`src/core/sfa_pkg.sv`:
```
// ****************************************************************
// Shared sense pin feature arbiter constants and types
// ****************************************************************
package sfa_pkg;

  // Each feature as seen on the shared sense pin, and the selection.
  typedef struct packed {
    logic autorestart;
    logic blanking;
    logic brownout;
  } sfa_feature_type;

  typedef enum logic [2:0] {
    SFA_IDLE,
    SFA_AUTORESTART,
    SFA_BLANKING,
    SFA_BLANK_WAIT,
    SFA_BUFFER,
    SFA_BROWNOUT
  } sfa_state_type;

  localparam int unsigned    SFA_SYNC_STAGES   = 2;
  localparam int unsigned    SFA_CLOCK_KHZ     = 100_000;
  localparam int unsigned    SFA_BUFFER_MS     = 20;
  localparam int unsigned    SFA_BUFFER_CYCLES = SFA_BUFFER_MS * SFA_CLOCK_KHZ;
  localparam sfa_state_type  SFA_RESET_STATE   = SFA_BROWNOUT;
  localparam sfa_feature_type SFA_RESET_SELECT = '{autorestart: 1'b0,
                                                   blanking:    1'b0,
                                                   brownout:    1'b1};

endpackage : sfa_pkg

```
`src/core/sfa_arbiter.sv`:
```
`timescale 1ns/1ns
`default_nettype none
// Behaviour
// - Requests of the three features that share the sense pin are resolved by a fixed order-dependent precedence.
// - With auto-restart already active, a later blanking request is ignored and auto-restart stays.
// - With blanking running, a later auto-restart request wins and the blanking period is abandoned.
// - With blanking running, a later brownout waits until blanking ends and the overload fault is gone.
// - With brownout active, a later auto-restart request is ignored and brownout stays.
// - If the overload clears before blanking ends while brownout is pending, brownout waits a 20 ms buffer.
// - During brownout all switching is suppressed and the input voltage sense stays monitored.
// - Brownout is left when the sensed voltage reaches its reference and re-entered when it falls below.
module sfa_arbiter #(
  parameter int unsigned BUFFER_CYCLES = sfa_pkg::SFA_BUFFER_CYCLES
) (
  input  wire logic                     clock,
  input  wire logic                     resetn,
  input  wire sfa_pkg::sfa_feature_type request,
  input  wire logic                     overload_fault,
  input  wire logic                     blanking_done,
  output var  sfa_pkg::sfa_feature_type select,
  output var  logic                     switching_inhibit,
  output var  logic                     voltage_monitor,
  output var  logic                     blanking_abort
);
  import sfa_pkg::*;

  // ****************************************************************
  // Input synchronisers
  // ****************************************************************
  // The requests come from analog comparators on the sense pin, so they
  // cross into this clock through two flip-flops before any decision.
  sfa_feature_type sync_meta;
  sfa_feature_type req;
  logic            overload_meta;
  logic            overload;

  always_ff @(posedge clock) begin
    if (!resetn) begin
      // Brownout is on at start-up, so the synchronisers come out of reset
      // asking for it; otherwise switching could slip through for two cycles.
      sync_meta     <= SFA_RESET_SELECT;
      req           <= SFA_RESET_SELECT;
      overload_meta <= 1'b0;
      overload      <= 1'b0;
    end else begin
      sync_meta     <= request;
      req           <= sync_meta;
      overload_meta <= overload_fault;
      overload      <= overload_meta;
    end
  end

  // ****************************************************************
  // Buffer timer
  // ****************************************************************
  logic timer_start;
  logic timer_abort;
  logic timer_running;
  logic timer_done;

  sfa_buffer_timer #(
    .CYCLES (BUFFER_CYCLES)
  ) sfa_buffer_timer_i (
    .clock   (clock),
    .resetn  (resetn),
    .start   (timer_start),
    .abort   (timer_abort),
    .running (timer_running),
    .done    (timer_done)
  );

  // ****************************************************************
  // Feature arbitration
  // ****************************************************************
  sfa_state_type   state;
  sfa_state_type   next_state;
  logic            pending;
  logic            next_pending;
  sfa_feature_type next_select;
  logic            next_abort;

  function automatic sfa_feature_type decode_select(input sfa_state_type s);
    sfa_feature_type f;
    f             = '0;
    f.autorestart = (s == SFA_AUTORESTART);
    f.blanking    = (s == SFA_BLANKING) || (s == SFA_BLANK_WAIT);
    f.brownout    = (s == SFA_BROWNOUT);
    return f;
  endfunction : decode_select

  always_comb begin
    next_state   = state;
    next_pending = pending;
    next_abort   = 1'b0;
    timer_start  = 1'b0;
    timer_abort  = 1'b0;
    unique case (state)
      SFA_IDLE: begin
        // Requests that appear together: brownout, then auto-restart, then blanking.
        if (req.brownout) begin
          next_state = SFA_BROWNOUT;
        end else if (req.autorestart) begin
          next_state = SFA_AUTORESTART;
        end else if (req.blanking) begin
          next_state   = SFA_BLANKING;
          next_pending = 1'b0;
        end
      end
      SFA_AUTORESTART: begin
        // Blanking and brownout arriving later are both held off here.
        if (!req.autorestart) begin
          next_state = SFA_IDLE;
        end
      end
      SFA_BLANKING: begin
        if (req.autorestart) begin
          next_state   = SFA_AUTORESTART;
          next_abort   = 1'b1;
          next_pending = 1'b0;
        end else begin
          if (req.brownout) begin
            next_pending = 1'b1;
          end
          if (blanking_done) begin
            next_state = (pending || req.brownout) ? SFA_BLANK_WAIT : SFA_IDLE;
          end else if (!overload) begin
            if (pending || req.brownout) begin
              // Overload gone early: brownout must still wait out the buffer.
              next_state  = SFA_BUFFER;
              timer_start = 1'b1;
              next_abort  = 1'b1;
            end else begin
              next_state = SFA_IDLE;
              next_abort = 1'b1;
            end
          end
        end
      end
      SFA_BLANK_WAIT: begin
        // Blanking has finished; brownout acts only once the fault is gone.
        if (req.autorestart) begin
          next_state   = SFA_AUTORESTART;
          next_pending = 1'b0;
        end else if (!overload) begin
          next_state   = req.brownout ? SFA_BROWNOUT : SFA_IDLE;
          next_pending = 1'b0;
        end
      end
      SFA_BUFFER: begin
        if (req.autorestart) begin
          next_state   = SFA_AUTORESTART;
          next_pending = 1'b0;
          timer_abort  = 1'b1;
        end else if (timer_done) begin
          next_state   = req.brownout ? SFA_BROWNOUT : SFA_IDLE;
          next_pending = 1'b0;
        end
      end
      SFA_BROWNOUT: begin
        // Auto-restart and blanking requests are disregarded until the voltage recovers.
        if (!req.brownout) begin
          next_state = SFA_IDLE;
        end
      end
    endcase
    next_select = decode_select(next_state);
  end

  always_ff @(posedge clock) begin
    if (!resetn) begin
      state             <= SFA_RESET_STATE;
      pending           <= 1'b0;
      select            <= SFA_RESET_SELECT;
      switching_inhibit <= 1'b1;
      voltage_monitor   <= 1'b1;
      blanking_abort    <= 1'b0;
    end else begin
      state             <= next_state;
      pending           <= next_pending;
      select            <= next_select;
      switching_inhibit <= next_select.brownout;
      voltage_monitor   <= next_select.brownout;
      blanking_abort    <= next_abort;
    end
  end

  // ****************************************************************
  // Checks
  // ****************************************************************
  // Cycles spent in the buffer state, counted apart from the timer so that
  // the interval check does not merely repeat the timer's own decision.
  logic [31:0] buffer_age;
  logic [31:0] next_buffer_age;

  always_comb begin
    next_buffer_age = 32'h0;
    if (state == SFA_BUFFER) begin
      next_buffer_age = buffer_age + 32'h1;
    end
  end

  always_ff @(posedge clock) begin
    if (!resetn) begin
      buffer_age <= 32'h0;
    end else begin
      buffer_age <= next_buffer_age;
    end
  end
endmodule : sfa_arbiter
`default_nettype wire

```
`src/core/sfa_buffer_timer.sv`:
```
`timescale 1ns/1ns
`default_nettype none
// ****************************************************************
// Buffer interval timer
// ****************************************************************
module sfa_buffer_timer #(
  parameter int unsigned CYCLES = sfa_pkg::SFA_BUFFER_CYCLES
) (
  input  wire logic clock,
  input  wire logic resetn,
  input  wire logic start,
  input  wire logic abort,
  output var  logic running,
  output var  logic done
);
  import sfa_pkg::*;

  localparam int unsigned WIDTH = $clog2(CYCLES + 1);
  localparam logic [WIDTH-1:0] LOAD = WIDTH'(CYCLES - 1);

  logic [WIDTH-1:0] count;
  logic [WIDTH-1:0] next_count;
  logic             next_running;
  logic             next_done;

  // The done pulse is registered in the cycle after the count reaches zero, so start to done spans CYCLES + 1 edges.
  always_comb begin
    next_count   = count;
    next_running = running;
    next_done    = 1'b0;
    if (abort) begin
      next_running = 1'b0;
      next_count   = '0;
    end else if (start) begin
      next_running = 1'b1;
      next_count   = LOAD;
    end else if (running) begin
      if (count == '0) begin
        next_running = 1'b0;
        next_done    = 1'b1;
      end else begin
        next_count = count - WIDTH'(1);
      end
    end
  end

  always_ff @(posedge clock) begin
    if (!resetn) begin
      count   <= '0;
      running <= 1'b0;
      done    <= 1'b0;
    end else begin
      count   <= next_count;
      running <= next_running;
      done    <= next_done;
    end
  end

endmodule : sfa_buffer_timer
`default_nettype wire

```
`config.mk`:
```
export PLATFORM = sky130hd
export DESIGN_NAME = sfa_arbiter
export DESIGN_NICKNAME = d
export VERILOG_FILES = /design/src/core/sfa_pkg.sv /design/src/core/sfa_arbiter.sv /design/src/core/sfa_buffer_timer.sv
export SDC_FILE = /design/constraint.sdc
export NUM_CORES = 1
export LEC_CHECK = 0
export ABC_AREA = 0
export BUFFER_PORTS_ARGS = -buffer_cell sky130_fd_sc_hd__buf_2
export CAP_MARGIN = 20
export CORE_AREA = 8 8 68 70
export CTS_CLUSTER_SIZE = 8
export DETAILED_ROUTE_END_ITERATION = 12
export DIE_AREA = 0 0 76 78
export PLACE_DENSITY = 0.72
export SYNTH_ARGS = -nofsm -noshare
export SYNTH_HDL_FRONTEND = slang
export SYNTH_HIERARCHICAL = 1
export SYNTH_SLANG_ARGS = --single-unit
```
`constraint.sdc`:
```
create_clock -name clock -period 2.8 [get_ports clock]
set_input_delay 0.56 -clock clock [delete_from_list [all_inputs] [get_ports clock]]
set_output_delay 0.56 -clock clock [all_outputs]
set_load 0.005 [all_outputs]
```
==> impl_metrics.csv <==
group,metric,value,unit
timing,finalCritPeriodShare,76.2,%
logic_synthesis,syn_area,1910,sq um
clock_network,tritoncts,"built",
clock_network,cts_resized,0,
grt,grt_overflow_total,0,
drt,ant_nets,0,
grt,grt_usage,13.3,%
worst_setup_path,max_stage_delay,580,ps
worst_setup_path,critical_path.max_fanout,7,
run_status,status,"completed",
logic_synthesis,synthFlopType,"dfxtp_1",
floorplan,fp.dieH,78,um
worst_setup_path,crit_type,"flop to flop",
timing,timing.slew.headroom,62.9,%
clock_network,cts_made_buffers,5,
timing,final.setup_skew,23.3,ps
drt,vias,1590,
worst_setup_path,endpoint_kind,"flop",
grt,first_global_vias,1392,
timing,fin_crit,2130,ps
cells_and_area,fillCellCount,331,
timing,rsz0062_at_grt,"no",
floorplan,design.core.area,3550,sq um
logic_synthesis,synthMuxAreaShare,0,%
timing,fin_setup_tns,0,ps
power_and_ir_drop,pwr_density_cell,465,nW/um^2
logic_synthesis,syn_nets,223,
grt,grt_pass1_wl,6.61,mm
clock_network,clk_pin_slew,110,ps
logic_synthesis,ys_seq_elements,39,
floorplan,std_cell_rows,22,
grt,antenna_found_initial,0,
grt,grt_max_degree,18,
power_and_ir_drop,p_leak,0.760,nW
logic_synthesis,synth_top_area_share,40.9,%
grt,use_met1,18.0,%
logic_synthesis,synthSimpleGateAreaFrac,28.2,%
power_and_ir_drop,peakVddDrop,0.000447,V
timing,fmax,469,MHz
clock_network,h-tree-depth,2,
drt,wl_per_cell,14.3,um
grt,busiest_layer,"met2",
timing,tightest_slew,542,ps
logic_synthesis,synth_top_family_by_area,"simple AND/OR/NAND/NOR gates",
cells_and_area,syn_to_final_growth,7.67,%
logic_synthesis,yosysWarningCount,6,
drt,via_per_inst,5.85,
logic_synthesis,netlist_instances,214,
worst_setup_path,r2r_slack,670,ps
logic_synthesis,synth_xor_area_share,5.51,%
logic_synthesis,yosys.area.top_type,"dfxtp_1",
timing,finalMaxSlewViolations,0,
logic_synthesis,synth.avg_cell_area,8.92,sq um
logic_synthesis,synthArstFlopShare,0,%
clock_network,ctsHoldBuffers,0,
drt,drtPass1Iterations,4,
clock_network,cts-root-buf,"clkbuf_4",
logic_synthesis,synth_compound_area_share,19.3,%
logic_synthesis,synth_fa_ha_area_share,1.31,%
clock_network,cts.sinks,39,
worst_setup_path,start_kind,"flop",
cells_and_area,layout_common_cells,"dfxtp_1, a21oi_1, nor2_1, buf_2",
cells_and_area,num-nets-final,233,
power_and_ir_drop,p_total,0.956,mW
timing,setup_viol,0,
drt,drt_iter0_drc,166,
floorplan,pin_count,13,
clock_network,cts_setup_buffers,0,
grt,use_met2,19.3,%
worst_setup_path,slowest_stage,"or4_4",
placed_design,dp_hpwl,2.75,mm
floorplan,dieArea,5930,sq um
flow_run,drv_cap,0,
logic_synthesis,yosys-top-cells-area,"dfxtp_1, xor2_1, a21oi_1, and2_1, nor3_1",
worst_hold_path,min_path_type,"primary input to flop",
grt,use_met3,4.03,%
worst_setup_path,cp_cell_sequence,"or4_4 -> nor4_4 -> nand3_2 -> or4_1 -> a21oi_1",
placed_design,portBuffers,12,
cells_and_area,drive_above_1_share,15.2,%
worst_setup_path,arrival,2400,ps
placed_design,place_area,2000,sq um
drt,drc,0,
floorplan,die_w,76,um
timing,final_hold_viol_count,0,
worst_setup_path,cp.required,3070,ps
cells_and_area,final_area,2050,sq um
drt,routed_wl,3.88,mm
logic_synthesis,synthDistinctLibCells,52,
placed_design,gp_congestion,0.849,
clock_network,worstSkewPairLatency,350,ps
cells_and_area,insertedDiodeCount,0,
logic_synthesis,synth_seq_area_share,40.9,%
logic_synthesis,synth_enable_flop_cells,0,
cells_and_area,final_common_cell,"dfxtp_1",
clock_network,clockBufferDepth,2,
floorplan,start_util,53.7,%
critical path, delay by kind of cell (launching register included):
kind / cells / cell delay, ps
AOI/OAI and AO/OA: 1 / 160
and+or+nand+nor: 4 / 1570
DFF: 1 / 340
cells in the mapped netlist, types with 4 or more instances:
master and n:
nand2_1 8, nand2b_1 6, nor4_1 6, nor2_1 12, a31oi_1 5, o21ai_0 5, xor2_1 10, and2_1 8
nand4_1 7, or4_1 5, dfxtp_1 39, or3_1 4, nor3_1 10, a21oi_1 15, inv_1 6, clkbuf_1 8
nor2b_1 4
logic make-up after synthesis:
family / Yosys count
fa+ha+maj: 2
xor+xnor: 12
flops: 39
buf+inv: 20
compound gates: 54
simple gates: 87
routing by layer:
metal | up-vias | share of wire (%) | wire, um
met3 | 4 | 4.6 | 178
met5 | - | 0 | 0
met4 | 0 | 1.0 | 40
met1 | 742 | 50 | 1930
met2 | 31 | 45 | 1730
li1 | 813 | - | -
power breakdown:
part | internal, mW | leakage, nW | switching, mW | total [mW]
logic | 0.0350 | 0.409 | 0.0374 | 0.0724
registers | 0.568 | 0.317 | 0.0185 | 0.587
clock network | 0.117 | 0.0341 | 0.180 | 0.297
path summary, 6_finish.rpt:
path	startpoint	depth (start not counted)	end
worst max-delay path	sfa_buffer_timer_i/count[6]$_SDFFE_PP0P_	5	sfa_buffer_timer_i/count[12]$_SDFFE_PP0P_
worst min-delay path	request[0]	2	sync_meta[0]$_SDFF_PN1_
worst max register to register	sfa_buffer_timer_i/count[6]$_SDFFE_PP0P_	5	sfa_buffer_timer_i/count[12]$_SDFFE_PP0P_
worst min register to register	sync_meta[0]$_SDFF_PN1_	1	req[0]$_SDFF_PN1_
layout make-up:
cell class,count,area [sq um],share of cell area (%)
clock buffer,6,51.3,2.50
sequential,39,781,38.0
inverter,6,22.5,1.10
timing repair buffer,17,97.6,4.75
multi-input combinational,155,1040,50.5
clock inverter,1,5.00,0.244
tap,48,60.1,2.92
state kept, by name, indices dropped and copies added (netlist names):
signal                      flops
overload                        1
overload_meta                   1
sfa_buffer_timer_i/count       21
sync_meta                       3
sfa_buffer_timer_i/running      1
pending                         1
sfa_buffer_timer_i/done         1
voltage_monitor                 1
req                             3
blanking_abort                  1
select                          2
state                           3
through the flow:
stage / setup WS [ps] / hold WS [ps] / std cells / util, %
detailed placement: 699 / 422 / 265 / 56.3
global placement: 739 / 393 / 265 / 56.3
floorplan: 803 / 386 / 214 / -
CTS: 684 / 394 / 272 / 57.9
global route: 502 / 374 / 272 / 57.9
finish: 666 / 401 / 272 / 57.9
Note: power is estimated with default switching activity, not from simulation.
